===== src/drive_param_pkg.sv =====
/*
 * constants, types and the register map of the drive parameter bank.
 * assumes a 32-bit classic wishbone slave, word-indexed registers.
 */
package drive_param_pkg;
   // ==========================================================
   // sizes
   localparam int          NUM_PARAMS = 12;
   localparam int          DAT_W      = 32;
   localparam int          ADR_W      = 16;
   localparam int          VAL_W      = 16;
   localparam int          CNT_W      = 8;

   // ==========================================================
   // register indices, byte address is four times the index
   localparam logic [15:0] IDX_SOFT_START  = 16'h1326;
   localparam logic [15:0] IDX_DISP_RESTR  = 16'h1327;
   localparam logic [15:0] IDX_INIT_DISP   = 16'h1328;
   localparam logic [15:0] IDX_DECEL_MODE  = 16'h1334;
   localparam logic [15:0] IDX_VBUS_TRIG   = 16'h1335;
   localparam logic [15:0] IDX_OV_THRESH   = 16'h1336;
   localparam logic [15:0] IDX_DECEL_TIME  = 16'h1338;
   localparam logic [15:0] IDX_FREQ_DROP   = 16'h1339;
   localparam logic [15:0] IDX_CMP_UPPER   = 16'h133f;
   localparam logic [15:0] IDX_CMP_LOWER   = 16'h1340;
   localparam logic [15:0] IDX_CMP_HYST    = 16'h1341;
   localparam logic [15:0] IDX_LOSS_LEVEL  = 16'h1349;
   localparam logic [15:0] IDX_STATUS      = 16'h1380;

   // ==========================================================
   // storage slots
   localparam logic [3:0]  SL_SOFT_START = 4'h0;
   localparam logic [3:0]  SL_DISP_RESTR = 4'h1;
   localparam logic [3:0]  SL_INIT_DISP  = 4'h2;
   localparam logic [3:0]  SL_DECEL_MODE = 4'h3;
   localparam logic [3:0]  SL_VBUS_TRIG  = 4'h4;
   localparam logic [3:0]  SL_OV_THRESH  = 4'h5;
   localparam logic [3:0]  SL_DECEL_TIME = 4'h6;
   localparam logic [3:0]  SL_FREQ_DROP  = 4'h7;
   localparam logic [3:0]  SL_CMP_UPPER  = 4'h8;
   localparam logic [3:0]  SL_CMP_LOWER  = 4'h9;
   localparam logic [3:0]  SL_CMP_HYST   = 4'ha;
   localparam logic [3:0]  SL_LOSS_LEVEL = 4'hb;
   localparam logic [3:0]  SL_STATUS     = 4'hc;
   localparam logic [3:0]  SL_NONE       = 4'hf;

   // ==========================================================
   // value limits
   localparam logic [15:0] SOFT_START_MAX = 16'h00fa;
   localparam logic [15:0] DISP_FULL      = 16'h0000;
   localparam logic [15:0] DISP_FUNC      = 16'h0001;
   localparam logic [15:0] DISP_COMPARE   = 16'h0003;
   localparam logic [15:0] DISP_BASIC     = 16'h0004;
   localparam logic [15:0] DISP_MONITOR   = 16'h0005;
   localparam logic [15:0] INIT_DISP_MAX  = 16'h003c;
   localparam logic [15:0] INIT_DISP_A    = 16'h00c9;
   localparam logic [15:0] INIT_DISP_B    = 16'h00ca;
   localparam logic [15:0] DECEL_MODE_MAX = 16'h0003;
   localparam logic [15:0] VBUS_MAX_200   = 16'h0fa0;
   localparam logic [15:0] VBUS_MAX_400   = 16'h1f40;
   localparam logic [15:0] DECEL_TIME_MIN = 16'h0001;
   localparam logic [15:0] DECEL_TIME_MAX = 16'h7530;
   localparam logic [15:0] FREQ_DROP_MAX  = 16'h03e8;
   localparam logic [15:0] PCT_MAX        = 16'h0064;
   localparam logic [15:0] HYST_MAX       = 16'h000a;
   localparam logic [15:0] LOSS_NONE      = 16'h00ff;

   // ==========================================================
   // reset values, slot 0 in the low word
   localparam logic [NUM_PARAMS-1:0][15:0] PARAM_RESET = {
      16'h00ff, 16'h0000, 16'h0000, 16'h0064, 16'h0000, 16'h0001,
      16'h0000, 16'h0000, 16'h0000, 16'h0000, 16'h0000, 16'h0000};

   // ==========================================================
   // status register fields
   localparam int          ST_REFUSED_BIT = 0;
   localparam int          ST_CLASS_BIT   = 1;
   localparam int          ST_COUNT_LSB   = 8;

   typedef enum logic {
      BUS_IDLE   = 1'b0,
      BUS_ANSWER = 1'b1
   } bus_st_e;

   // field order mirrors slot order, highest slot first
   typedef struct packed {
      logic [15:0] input_loss_level;
      logic [15:0] comparator_hysteresis;
      logic [15:0] comparator_lower_limit;
      logic [15:0] comparator_upper_limit;
      logic [15:0] initial_freq_drop;
      logic [15:0] controlled_decel_time;
      logic [15:0] decel_overvoltage_threshold;
      logic [15:0] bus_voltage_trigger_level;
      logic [15:0] power_loss_decel_mode;
      logic [15:0] initial_display_select;
      logic [15:0] display_restriction;
      logic [15:0] soft_start_time;
   } params_s;
endpackage : drive_param_pkg


===== src/drive_param_bank.sv =====
/*
 * drive parameter bank: range-checked 16-bit parameters behind a
 * classic wishbone slave, one word per register.
 * assumes one 125 MHz clock, synchronous active-high reset and a
 * voltage class strap that is steady around reset.
 */
// Design decision made here: register access over Wishbone.
`timescale 1ns/100ps

module drive_param_bank (
   // clock and reset
   input  wire logic                       mclk_i,
   input  wire logic                       rst_i,
   // voltage class strap, high for 400 V class
   input  wire logic                       volt_class_i,
   // wishbone slave
   input  wire logic                       cyc_i,
   input  wire logic                       stb_i,
   input  wire logic                       we_i,
   input  wire logic [3:0]                 sel_i,
   input  wire logic [15:0]                adr_i,
   input  wire logic [31:0]                dat_i,
   output logic      [31:0]                dat_o,
   output logic                            ack_o,
   output logic                            err_o,
   // stored parameters to the drive logic
   output drive_param_pkg::params_s        params_o
);

   // ==========================================================
   // decode of a word index to a storage slot
   function automatic logic [3:0] reg_slot(input logic [15:0] idx);
      case (idx)
         drive_param_pkg::IDX_SOFT_START: reg_slot = drive_param_pkg::SL_SOFT_START;
         drive_param_pkg::IDX_DISP_RESTR: reg_slot = drive_param_pkg::SL_DISP_RESTR;
         drive_param_pkg::IDX_INIT_DISP:  reg_slot = drive_param_pkg::SL_INIT_DISP;
         drive_param_pkg::IDX_DECEL_MODE: reg_slot = drive_param_pkg::SL_DECEL_MODE;
         drive_param_pkg::IDX_VBUS_TRIG:  reg_slot = drive_param_pkg::SL_VBUS_TRIG;
         drive_param_pkg::IDX_OV_THRESH:  reg_slot = drive_param_pkg::SL_OV_THRESH;
         drive_param_pkg::IDX_DECEL_TIME: reg_slot = drive_param_pkg::SL_DECEL_TIME;
         drive_param_pkg::IDX_FREQ_DROP:  reg_slot = drive_param_pkg::SL_FREQ_DROP;
         drive_param_pkg::IDX_CMP_UPPER:  reg_slot = drive_param_pkg::SL_CMP_UPPER;
         drive_param_pkg::IDX_CMP_LOWER:  reg_slot = drive_param_pkg::SL_CMP_LOWER;
         drive_param_pkg::IDX_CMP_HYST:   reg_slot = drive_param_pkg::SL_CMP_HYST;
         drive_param_pkg::IDX_LOSS_LEVEL: reg_slot = drive_param_pkg::SL_LOSS_LEVEL;
         drive_param_pkg::IDX_STATUS:     reg_slot = drive_param_pkg::SL_STATUS;
         default:                         reg_slot = drive_param_pkg::SL_NONE;
      endcase
   endfunction : reg_slot

   // ==========================================================
   // storage
   logic [drive_param_pkg::NUM_PARAMS-1:0][15:0] regs_ff;
   logic [drive_param_pkg::NUM_PARAMS-1:0][15:0] nxt_regs;
   drive_param_pkg::bus_st_e                     st_ff;
   drive_param_pkg::bus_st_e                     nxt_st;
   logic [31:0]                                  dat_ff;
   logic [31:0]                                  nxt_dat;
   logic                                         ack_ff;
   logic                                         nxt_ack;
   logic                                         err_ff;
   logic                                         nxt_err;
   logic                                         refused_ff;
   logic                                         nxt_refused;
   logic [drive_param_pkg::CNT_W-1:0]            rcnt_ff;
   logic [drive_param_pkg::CNT_W-1:0]            nxt_rcnt;
   logic                                         class400_ff;

   // the comparator pair is checked against the stored partners,
   // so software must widen the window before raising hysteresis
   logic [16:0] upper_v;
   logic [16:0] lower_v;
   logic [16:0] hyst2_v;
   logic [15:0] vbus_max;
   logic [15:0] wval;
   logic [15:0] req_idx;
   logic [3:0]  slot;
   logic        value_ok;
   logic        wr_ok;

   assign wval    = dat_i[15:0];
   assign req_idx = {2'b00, adr_i[15:2]};
   assign slot    = reg_slot(req_idx);

   // ==========================================================
   // value checks for the addressed slot
   always_comb begin
      upper_v  = {1'b0, regs_ff[drive_param_pkg::SL_CMP_UPPER]};
      lower_v  = {1'b0, regs_ff[drive_param_pkg::SL_CMP_LOWER]};
      hyst2_v  = {regs_ff[drive_param_pkg::SL_CMP_HYST], 1'b0};
      vbus_max = class400_ff ? drive_param_pkg::VBUS_MAX_400
                             : drive_param_pkg::VBUS_MAX_200;
      case (slot)
         drive_param_pkg::SL_SOFT_START: begin
            value_ok = (wval <= drive_param_pkg::SOFT_START_MAX);
         end
         drive_param_pkg::SL_DISP_RESTR: begin
            value_ok = (wval == drive_param_pkg::DISP_FULL)    ||
                       (wval == drive_param_pkg::DISP_FUNC)    ||
                       (wval == drive_param_pkg::DISP_COMPARE) ||
                       (wval == drive_param_pkg::DISP_BASIC)   ||
                       (wval == drive_param_pkg::DISP_MONITOR);
         end
         drive_param_pkg::SL_INIT_DISP: begin
            value_ok = (wval <= drive_param_pkg::INIT_DISP_MAX) ||
                       (wval == drive_param_pkg::INIT_DISP_A)   ||
                       (wval == drive_param_pkg::INIT_DISP_B);
         end
         drive_param_pkg::SL_DECEL_MODE: begin
            value_ok = (wval <= drive_param_pkg::DECEL_MODE_MAX);
         end
         drive_param_pkg::SL_VBUS_TRIG, drive_param_pkg::SL_OV_THRESH: begin
            value_ok = (wval <= vbus_max);
         end
         drive_param_pkg::SL_DECEL_TIME: begin
            value_ok = (wval >= drive_param_pkg::DECEL_TIME_MIN) &&
                       (wval <= drive_param_pkg::DECEL_TIME_MAX);
         end
         drive_param_pkg::SL_FREQ_DROP: begin
            value_ok = (wval <= drive_param_pkg::FREQ_DROP_MAX);
         end
         drive_param_pkg::SL_CMP_UPPER: begin
            value_ok = (wval <= drive_param_pkg::PCT_MAX) &&
                       ({1'b0, wval} >= lower_v + hyst2_v);
         end
         drive_param_pkg::SL_CMP_LOWER: begin
            value_ok = (wval <= drive_param_pkg::PCT_MAX) &&
                       ({1'b0, wval} + hyst2_v <= upper_v);
         end
         drive_param_pkg::SL_CMP_HYST: begin
            value_ok = (wval <= drive_param_pkg::HYST_MAX) &&
                       ({wval, 1'b0} + lower_v <= upper_v);
         end
         drive_param_pkg::SL_LOSS_LEVEL: begin
            value_ok = (wval <= drive_param_pkg::PCT_MAX) ||
                       (wval == drive_param_pkg::LOSS_NONE);
         end
         default: begin
            value_ok = 1'b0;
         end
      endcase
      // full 16-bit lanes, no high bits and an aligned address
      wr_ok = value_ok && (sel_i[1:0] == 2'b11) && (dat_i[31:16] == 16'h0000) &&
              (adr_i[1:0] == 2'b00);
   end

   // ==========================================================
   // bus answer and register update
   always_comb begin
      nxt_st      = drive_param_pkg::BUS_IDLE;
      nxt_regs    = regs_ff;
      nxt_dat     = dat_ff;
      nxt_ack     = 1'b0;
      nxt_err     = 1'b0;
      nxt_refused = refused_ff;
      nxt_rcnt    = rcnt_ff;
      case (st_ff)
         drive_param_pkg::BUS_IDLE: begin
            if (cyc_i && stb_i) begin
               nxt_st = drive_param_pkg::BUS_ANSWER;
               if (we_i) begin
                  if (wr_ok) begin
                     nxt_regs[slot] = wval;
                     nxt_ack        = 1'b1;
                     nxt_refused    = 1'b0;
                  end else begin
                     // stored value stays, error answer instead
                     nxt_err     = 1'b1;
                     nxt_refused = 1'b1;
                     if (rcnt_ff != {drive_param_pkg::CNT_W{1'b1}}) begin
                        nxt_rcnt = rcnt_ff + 8'h01;
                     end
                  end
               end else if (adr_i[1:0] != 2'b00 || slot == drive_param_pkg::SL_NONE) begin
                  nxt_err = 1'b1;
                  nxt_dat = 32'h0000_0000;
               end else if (slot == drive_param_pkg::SL_STATUS) begin
                  nxt_ack = 1'b1;
                  nxt_dat = 32'h0000_0000;
                  nxt_dat[drive_param_pkg::ST_REFUSED_BIT] = refused_ff;
                  nxt_dat[drive_param_pkg::ST_CLASS_BIT]   = class400_ff;
                  nxt_dat[drive_param_pkg::ST_COUNT_LSB +: drive_param_pkg::CNT_W] = rcnt_ff;
               end else begin
                  nxt_ack = 1'b1;
                  nxt_dat = {16'h0000, regs_ff[slot]};
               end
            end
         end
         drive_param_pkg::BUS_ANSWER: begin
            nxt_st = drive_param_pkg::BUS_IDLE;
         end
         default: begin
            nxt_st = drive_param_pkg::BUS_IDLE;
         end
      endcase
   end

   always_ff @(posedge mclk_i) begin
      if (rst_i) begin
         st_ff       <= drive_param_pkg::BUS_IDLE;
         regs_ff     <= drive_param_pkg::PARAM_RESET;
         dat_ff      <= 32'h0000_0000;
         ack_ff      <= 1'b0;
         err_ff      <= 1'b0;
         refused_ff  <= 1'b0;
         rcnt_ff     <= 8'h00;
         // strap is sampled by the clock while reset is held
         class400_ff <= volt_class_i;
      end else begin
         st_ff       <= nxt_st;
         regs_ff     <= nxt_regs;
         dat_ff      <= nxt_dat;
         ack_ff      <= nxt_ack;
         err_ff      <= nxt_err;
         refused_ff  <= nxt_refused;
         rcnt_ff     <= nxt_rcnt;
      end
   end

   assign dat_o    = dat_ff;
   assign ack_o    = ack_ff;
   assign err_o    = err_ff;
   assign params_o = drive_param_pkg::params_s'(regs_ff);

   // ==========================================================
   // checks
   AST_SOFT_START: assert property (@(posedge mclk_i) disable iff (rst_i)
      regs_ff[drive_param_pkg::SL_SOFT_START] <= drive_param_pkg::SOFT_START_MAX)
      else $error("soft start time out of range");

   AST_DISP_RESTR: assert property (@(posedge mclk_i) disable iff (rst_i)
      (cyc_i && stb_i && we_i && st_ff == drive_param_pkg::BUS_IDLE &&
       slot == drive_param_pkg::SL_DISP_RESTR && wval == 16'h0002)
      |=> err_o && !ack_o)
      else $error("display restriction code 2 accepted");

   AST_INIT_DISP: assert property (@(posedge mclk_i) disable iff (rst_i)
      regs_ff[drive_param_pkg::SL_INIT_DISP] <= drive_param_pkg::INIT_DISP_MAX ||
      regs_ff[drive_param_pkg::SL_INIT_DISP] == drive_param_pkg::INIT_DISP_A ||
      regs_ff[drive_param_pkg::SL_INIT_DISP] == drive_param_pkg::INIT_DISP_B)
      else $error("initial display selection out of set");

   AST_DECEL_MODE: assert property (@(posedge mclk_i) disable iff (rst_i)
      regs_ff[drive_param_pkg::SL_DECEL_MODE] <= drive_param_pkg::DECEL_MODE_MAX)
      else $error("power loss mode above 3");

   // both levels share one class cap; the strap only moves under reset
   AST_VBUS: assert property (@(posedge mclk_i) disable iff (rst_i)
      regs_ff[drive_param_pkg::SL_VBUS_TRIG] <= vbus_max &&
      regs_ff[drive_param_pkg::SL_OV_THRESH] <= vbus_max)
      else $error("bus voltage level above class limit");

   AST_DECEL_TIME: assert property (@(posedge mclk_i) disable iff (rst_i)
      regs_ff[drive_param_pkg::SL_DECEL_TIME] >= drive_param_pkg::DECEL_TIME_MIN &&
      regs_ff[drive_param_pkg::SL_DECEL_TIME] <= drive_param_pkg::DECEL_TIME_MAX)
      else $error("decel time out of range");

   AST_FREQ_DROP: assert property (@(posedge mclk_i) disable iff (rst_i)
      regs_ff[drive_param_pkg::SL_FREQ_DROP] <= drive_param_pkg::FREQ_DROP_MAX)
      else $error("frequency drop above 1000");

   AST_WINDOW: assert property (@(posedge mclk_i) disable iff (rst_i)
      {1'b0, regs_ff[drive_param_pkg::SL_CMP_UPPER]} >= lower_v + hyst2_v &&
      regs_ff[drive_param_pkg::SL_CMP_UPPER] <= drive_param_pkg::PCT_MAX)
      else $error("comparator window violated");

   AST_LOWER_REFUSE: assert property (@(posedge mclk_i) disable iff (rst_i)
      (cyc_i && stb_i && we_i && st_ff == drive_param_pkg::BUS_IDLE &&
       slot == drive_param_pkg::SL_CMP_LOWER && {1'b0, wval} + hyst2_v > upper_v)
      |=> err_o ##1 !err_o)
      else $error("lower limit above window accepted");

   AST_HYST: assert property (@(posedge mclk_i) disable iff (rst_i)
      regs_ff[drive_param_pkg::SL_CMP_HYST] <= drive_param_pkg::HYST_MAX)
      else $error("hysteresis above 10");

   AST_LOSS: assert property (@(posedge mclk_i) disable iff (rst_i)
      regs_ff[drive_param_pkg::SL_LOSS_LEVEL] <= drive_param_pkg::PCT_MAX ||
      regs_ff[drive_param_pkg::SL_LOSS_LEVEL] == drive_param_pkg::LOSS_NONE)
      else $error("loss level out of range");

   AST_REFUSED_KEEP: assert property (@(posedge mclk_i) disable iff (rst_i)
      err_o |-> regs_ff == $past(regs_ff))
      else $error("refused access changed a register");

   // reserved indices answer with an error, never with data
   AST_RESERVED_ERR: assert property (@(posedge mclk_i) disable iff (rst_i)
      (cyc_i && stb_i && st_ff == drive_param_pkg::BUS_IDLE &&
       slot == drive_param_pkg::SL_NONE)
      |=> err_o && !ack_o)
      else $error("reserved address accepted");

endmodule : drive_param_bank


===== config.mk =====
export PLATFORM = sky130hd
export DESIGN_NAME = drive_param_bank
export DESIGN_NICKNAME = d
export VERILOG_FILES = /design/src/drive_param_pkg.sv /design/src/drive_param_bank.sv
export SDC_FILE = /design/constraint.sdc
export NUM_CORES = 1
export LEC_CHECK = 0
export BUFFER_PORTS_ARGS = -buffer_cell sky130_fd_sc_hd__buf_2
export CORE_ASPECT_RATIO = 1.75
export CORE_UTILIZATION = 50
export CTS_CLUSTER_DIAMETER = 100
export DETAILED_ROUTE_END_ITERATION = 16
export PLACE_DENSITY_LB_ADDON = 0.1
export SKIP_CTS_REPAIR_TIMING = 1
export SLEW_MARGIN = 20
export SYNTH_ARGS = -nofsm -noshare
export SYNTH_HDL_FRONTEND = slang
export SYNTH_SLANG_ARGS = --single-unit

===== constraint.sdc =====
create_clock -name mclk_i -period 6.14 [get_ports mclk_i]
set_clock_uncertainty 0.05 [all_clocks]
set_input_delay 0.921 -clock mclk_i [delete_from_list [all_inputs] [get_ports mclk_i]]
set_output_delay 0.921 -clock mclk_i [all_outputs]
set_load 0.1 [all_outputs]

Word level (Yosys, flattened, before mapping):

Cells that the tools add are included.

* add/subtract/negate cells: 4
* magnitude comparators: 14
* eq/ne operators: 35
* mux-type cells: 18
* bitwise gates (word level): 4
* reduce and logical (&&, ||, !) cells: 28

Operators by type and width (number)
* bitwise mux 192 bit: 1
* == test 14 x 13 -> 1 bit (second input constant): 13
* binary-select mux 16 bit (select 4 bit): 1
* demux 16 bit (select 4 bit): 1
* two-way mux 16 bit: 4
* one-hot mux 4 bit (13 select lines): 1
* == test 16 x 8 -> 1 bit (second input constant): 3
* adder 16 x 17 -> 17 bit: 2
* <= comparator 17 x 16 -> 1 bit: 2
* == test 16 x 3 -> 1 bit (second input constant): 2
* logical NOT 16 bit: 2
* == test 4 bit (second input constant): 6
* adder 17 x 16 -> 17 bit: 1
* >= comparator 16 x 17 -> 1 bit: 1
* == test 16 x 1 -> 1 bit (second input constant): 1
* == test 16 x 2 -> 1 bit (second input constant): 1
* == test 4 x 3 -> 1 bit (second input constant): 4
* >= comparator 16 x 1 -> 1 bit (second input constant): 1
* <= comparator 16 x 10 -> 1 bit (second input constant): 1
* <= comparator 16 x 13 -> 1 bit: 1
* <= comparator 16 x 15 -> 1 bit (second input constant): 1
* <= comparator 16 x 2 -> 1 bit (second input constant): 1
* <= comparator 16 x 4 -> 1 bit (second input constant): 1
* <= comparator 16 x 6 -> 1 bit (second input constant): 1
* other kinds (24): 50

* register bits after elaboration: 237
* input port bits: 58
* logic and storage cells: 122

Depth between registers and ports, before layout:

* depth in word-level cells: 11
* mapped depth: 25
* mapped depth without buffers: 23

Worst setup path after synthesis:

No wires, ideal clock.

* path kind: input-to-reg
* start: input dat_i[0]
* end: register rcnt_ff[5] (netlist name)
* arrival time: 5.539 ns
* required time: 6.019 ns
* setup slack: 0.480 ns
* stages: 22
* cell sequence: ha_1 -> fa_1 -> a21o_1 -> a21oi_1 -> o21bai_1 -> a21oi_1 -> o21bai_1 -> a221o_1 -> o31ai_1 -> a21boi_0 -> ha_1 -> nand2_1 -> nor4_1 -> o31ai_1 -> a31oi_1 -> nor4b_1 -> a2111oi_2 -> o2111ai_1 -> and2_1 -> buf_6 -> or4_1 -> a21oi_1

* cells in the longest elaborated chain, start to end: 11
* elaborated cells between the ends (all ways): 39

RTL lines
* start: declaration: RTL line drive_param_bank.sv:22 `input wire logic [31:0] dat_i,`
* parallel branches: the longest is 5 deep, another holds adder 17 x 16 -> 17 bit
* one-hot mux 1 bit (11 select lines) *: RTL line drive_param_bank.sv:93 `case (slot)`
* logical AND 1 bit * (3 in a row): RTL line drive_param_bank.sv:143 `wr_ok = value_ok && (sel_i[1:0] == 2'b11) && (dat_i[31:16] == 16'h0000) &&`
* inverter 1 bit (no source line) *
* AND reduction 5 bit (no source line) *
* end signal: assignment: RTL line drive_param_bank.sv:216 `rcnt_ff <= nxt_rcnt;`
* end: declaration: RTL line drive_param_bank.sv:65 `logic [drive_param_pkg::CNT_W-1:0] rcnt_ff;`

Mark *: on every way between the ends.
A chain may end at the register's enable or synchronous reset.

Worst setup path in the final report:

Ends and elaborated chain as after synthesis.

==> qor.log <==
INFO  critical_path  critical_path.endpoint_type=flop
INFO  synth          synth_largest_area_cell=sky130_fd_sc_hd__dfxtp_1
INFO  clock_network  latest_clock_arrival_within_the_worst_skew_pair=0.54ns
INFO  placement      instance_area_at_placement=0.01479mm²
INFO  drt            routed_wl_per_cell=23.23µm
INFO  critical_path  critical_path_cell_by_cell=buf_2 -> ha_1 -> fa_1 -> a21o_1 -> a21oi_1 -> o21bai_1 -> a21oi_1 -> o21bai_1 -> a221o_1 -> o31ai_1 -> a21boi_0 -> ha_1 -> nand2_1 -> nor4_1 -> o31ai_1 -> a31oi_1 -> buf_4 -> nor4b_1 -> a2111oi_2 -> o2111ai_1 -> and2_1 -> or4_1 -> a21oi_1
INFO  cells_and_area multi_input_area=0.007920mm²
INFO  die            ioPinCount=284
INFO  timing         drv_slew=0
INFO  synth          post_synth_instance_area=0.01290mm²
INFO  clock_network  clock_tree.htree_level_count=1
INFO  drt            wire_length_after_detailed_routing=48.88mm
INFO  power_and_ir_drop seq_power_share=45.6%
INFO  drt            dr.pass1.iters=6
INFO  placement      routabilityCongestion=0.9809
INFO  power_and_ir_drop switching_share=24.60%
INFO  cells_and_area design.final.nets=1,932
INFO  drt            via_count=12,930
INFO  die            initial_core_util=50.93%
INFO  timing         fin_crit=5.804ns
INFO  synth          synth_sequential_area_ratio=34.36%
INFO  grt            grt_use_total=36.80%
INFO  grt            first_pass_grt_wire_length=72.69mm
INFO  critical_path  crit_fanout=11
INFO  synth          synth.yosys.warnings=0
INFO  synth          synthFlopType=sky130_fd_sc_hd__dfxtp_1
INFO  synth          yosysTopAreaCellShare=34.13%
INFO  grt            pin_count_of_the_biggest_net_entering_global_routing=98
INFO  clock_network  cts_buffers=22
INFO  cells_and_area final.fill_count=2,400
INFO  cells_and_area inserted_diodes=0
INFO  die            fp.dieArea=0.02648mm²
INFO  drt            drt.antenna.violating_nets=0
INFO  die            core.rowCount=77
INFO  critical_path  critPathMostFrequentCell=sky130_fd_sc_hd__a21oi_1
INFO  timing         setup_viol_count_final=0
INFO  worst_hold_path type_of_the_most_critical_hold_path=reg -> reg
INFO  critical_path  crit_path_start_kind=input port
INFO  outcome        outcome=complete, no violations
INFO  synth          synth_cell_types=89
INFO  power_and_ir_drop power_frac_comb=8.0%
INFO  synth          synth.avg_cell_area=8.586µm²
INFO  placement      numPortBuffers=265
INFO  clock_network  cts_root_buf=sky130_fd_sc_hd__clkbuf_16
INFO  drt            detail_route.iter0.violations=959
INFO  critical_path  critical-path-slowest-cell=sky130_fd_sc_hd__or4_1
INFO  clock_network  cts.clk_slew.worst_paths=0.07ns
INFO  grt            grt_pass1_vias=12,530
INFO  timing         clock.fmax=172.3MHz
INFO  cells_and_area syn_to_final_growth=20.74%
INFO  clock_network  clock_path_buffers=3
INFO  synth          syn-instance-count=1,503
INFO  power_and_ir_drop leakage=7.366nW
INFO  power_and_ir_drop peakVddDrop=0.2371mV
INFO  critical_path  timing.critical_path.required=6.55ns
INFO  power_and_ir_drop internal_power=2.380mW
INFO  cells_and_area fraction_of_layout_instances_using_a_drive_strength_above_1=22.20%
INFO  critical_path  cp_num_buf_inv=2
INFO  placement      place_hpwl=36.76mm
INFO  die            floorplan.die.height=214.5µm
INFO  timing         timing.final.crit_share=94.53%
INFO  grt            grt.overflow.total=0
INFO  synth          synthTopCellsByArea=sky130_fd_sc_hd__dfxtp_1, sky130_fd_sc_hd__ha_1, sky130_fd_sc_hd__mux2i_1
INFO  drt            vias_per_cell=6.145
INFO  cells_and_area layout.cell_area.non_filler=0.01558mm²
INFO  critical_path  path_delay_family=compound AO/OA/AOI/OAI gates
INFO  cells_and_area stdcell_count=2,104
INFO  clock_network  clock_sink_count=221
INFO  clock_network  tritoncts_clock_tree=yes
INFO  synth          synth_seq_cells=221
INFO  synth          synth_async_sr_flop_share=0%
INFO  drt            remaining_drc_errors=0
INFO  critical_path  cp_class=in -> reg
INFO  timing         rsz0062_at_grt=no
INFO  die            fp.coreArea=0.02534mm²
INFO  critical_path  critical_path_arrival=6.21ns
INFO  die            die_x=123.4µm
INFO  grt            initial_antenna_violation_count=0
INFO  timing         maxSlewHeadroom=23.11%
INFO  timing         hold_viol=0
INFO  power_and_ir_drop power_density_over_the_cells=202.6mW/mm²
INFO  power_and_ir_drop power.net_switching=776.4µW
INFO  cells_and_area most-common-layout-cells=sky130_fd_sc_hd__buf_2, sky130_fd_sc_hd__dfxtp_1, sky130_fd_sc_hd__nor2_1
INFO  timing         tightest_pin_transition=1.149ns
INFO  placement      dp.cells=2,065
INFO  synth          synth_edf_count=1
INFO  cells_and_area regArea=0.004434mm²
INFO  power_and_ir_drop fraction_of_power_consumed_by_the_clock_network=46.5%
INFO  run            cap_viol_max_count=0
INFO  cells_and_area layout_commonest_cell=sky130_fd_sc_hd__buf_2
INFO  critical_path  cpPeakStageDelay=0.55ns
## metal layers
metal  routed length (µm)  vias to the layer above  GRT usage (%)  part of all wire, %
met2                23630                      588          61.04                   48
met4                 4638                        0          30.64                  9.5
li1                     -                     5995              -                    -
met3                 3371                      203          6.489                  6.9
met5                    0                        -              0                    0
met1                17230                     6144          39.79                   35
## worst reg2reg max path: stages, from the launching register on
cell	delay, ns
sky130_fd_sc_hd__dfxtp_1	0.37
sky130_fd_sc_hd__ha_1	0.24
sky130_fd_sc_hd__fa_1	0.40
sky130_fd_sc_hd__a21o_1	0.20
sky130_fd_sc_hd__a21oi_1	0.19
sky130_fd_sc_hd__o21bai_1	0.11
sky130_fd_sc_hd__a21oi_1	0.21
sky130_fd_sc_hd__o21bai_1	0.13
sky130_fd_sc_hd__a221o_1	0.34
sky130_fd_sc_hd__o31ai_1	0.25
sky130_fd_sc_hd__a21boi_0	0.25
sky130_fd_sc_hd__ha_1	0.17
sky130_fd_sc_hd__nand2_1	0.07
sky130_fd_sc_hd__nor4_1	0.41
sky130_fd_sc_hd__o31ai_1	0.15
sky130_fd_sc_hd__a31oi_1	0.19
sky130_fd_sc_hd__buf_4	0.14
sky130_fd_sc_hd__nor4b_1	0.05
sky130_fd_sc_hd__a2111oi_2	0.39
sky130_fd_sc_hd__o2111ai_1	0.22
sky130_fd_sc_hd__and2_1	0.33
sky130_fd_sc_hd__or4_1	0.55
sky130_fd_sc_hd__a21oi_1	0.18
## cell families after synthesis
| family | share of synthesized area, % |
|---|---|
| simple gates | 22.58 |
| compound gates | 18.69 |
| flops | 34.36 |
| buf+inv | 4.838 |
| fa+ha+maj | 9.967 |
| mux | 7.223 |
| xor+xnor | 2.308 |
| other cells | 0.02906 |
## synth_stat cells, drive strengths merged, types with 6 or more instances
cell type / count
a21o: 15
dfxtp: 220
or4: 13
o221ai: 20
clkbuf: 64
a32o: 8
a22oi: 32
a221oi: 13
xnor2: 20
a211oi: 14
ha: 98
nand2b: 17
o22a: 6
nor3: 24
nand3: 41
nand4: 13
buf: 32
o31ai: 10
nor2: 180
o21a: 10
inv: 46
nand2: 98
mux2i: 92
and3: 37
xor2: 14
and2: 65
a21oi: 68
o21ai: 89
nor2b: 14
o211ai: 9
nor4: 17
o22ai: 8
## power groups by stage
stage | sequential (mW) | clock (mW) | combinational, mW
6_report | 1.44 | 1.47 | 0.251
5_1_grt | 1.44 | 1.54 | 0.269
4_1_cts | 1.44 | 1.49 | 0.248
3_5_place_dp | 1.47 | 0 | 0.246
3_3_place_gp | 1.47 | 0 | 0.244
2_1_floorplan | 1.47 | 0 | 0.165
## final cells by class
type	count	area share, %
multi-input cells	1155	50.83
well taps	316	2.538
clock buffers	32	4.489
clock inverters	7	0.5782
flip-flops and latches	221	28.46
repair buffers	327	12.00
inverters	46	1.108
## path summary, 6_finish.rpt
check,slack [ns],end,startpoint,depth (start not counted)
max,0.34,rcnt_ff[5],dat_i[0],23
min,0.41,dat_o[6],dat_o[6],1
max reg2reg,0.48,rcnt_ff[5],params_o[145],22
min reg2reg,0.41,dat_o[6],dat_o[6],1
## stage by stage
stage	setup TNS [ns]	power [mW]	util, %	hold slack (ns)	worst slack (ns)
global route	0	3.244	61.49	0.4264	0.05781
detailed placement	-0.6414	1.717	58.38	0.3893	-0.1296
finish	0	3.157	61.49	0.4095	0.3361
floorplan	0	1.637	-	0.3897	0.4800
global placement	-0.1440	1.714	58.38	0.3928	-0.05074
CTS	0	3.175	61.49	0.4050	0.3831
## state kept, by name, indices dropped and copies added (netlist names)
signal       flops
st_ff            1
dat_o           16
class400_ff      1
ack_o            1
rcnt_ff          8
refused_ff       1
err_o            1
params_o       192
No activity file was read; power rests on OpenSTA's default activity.
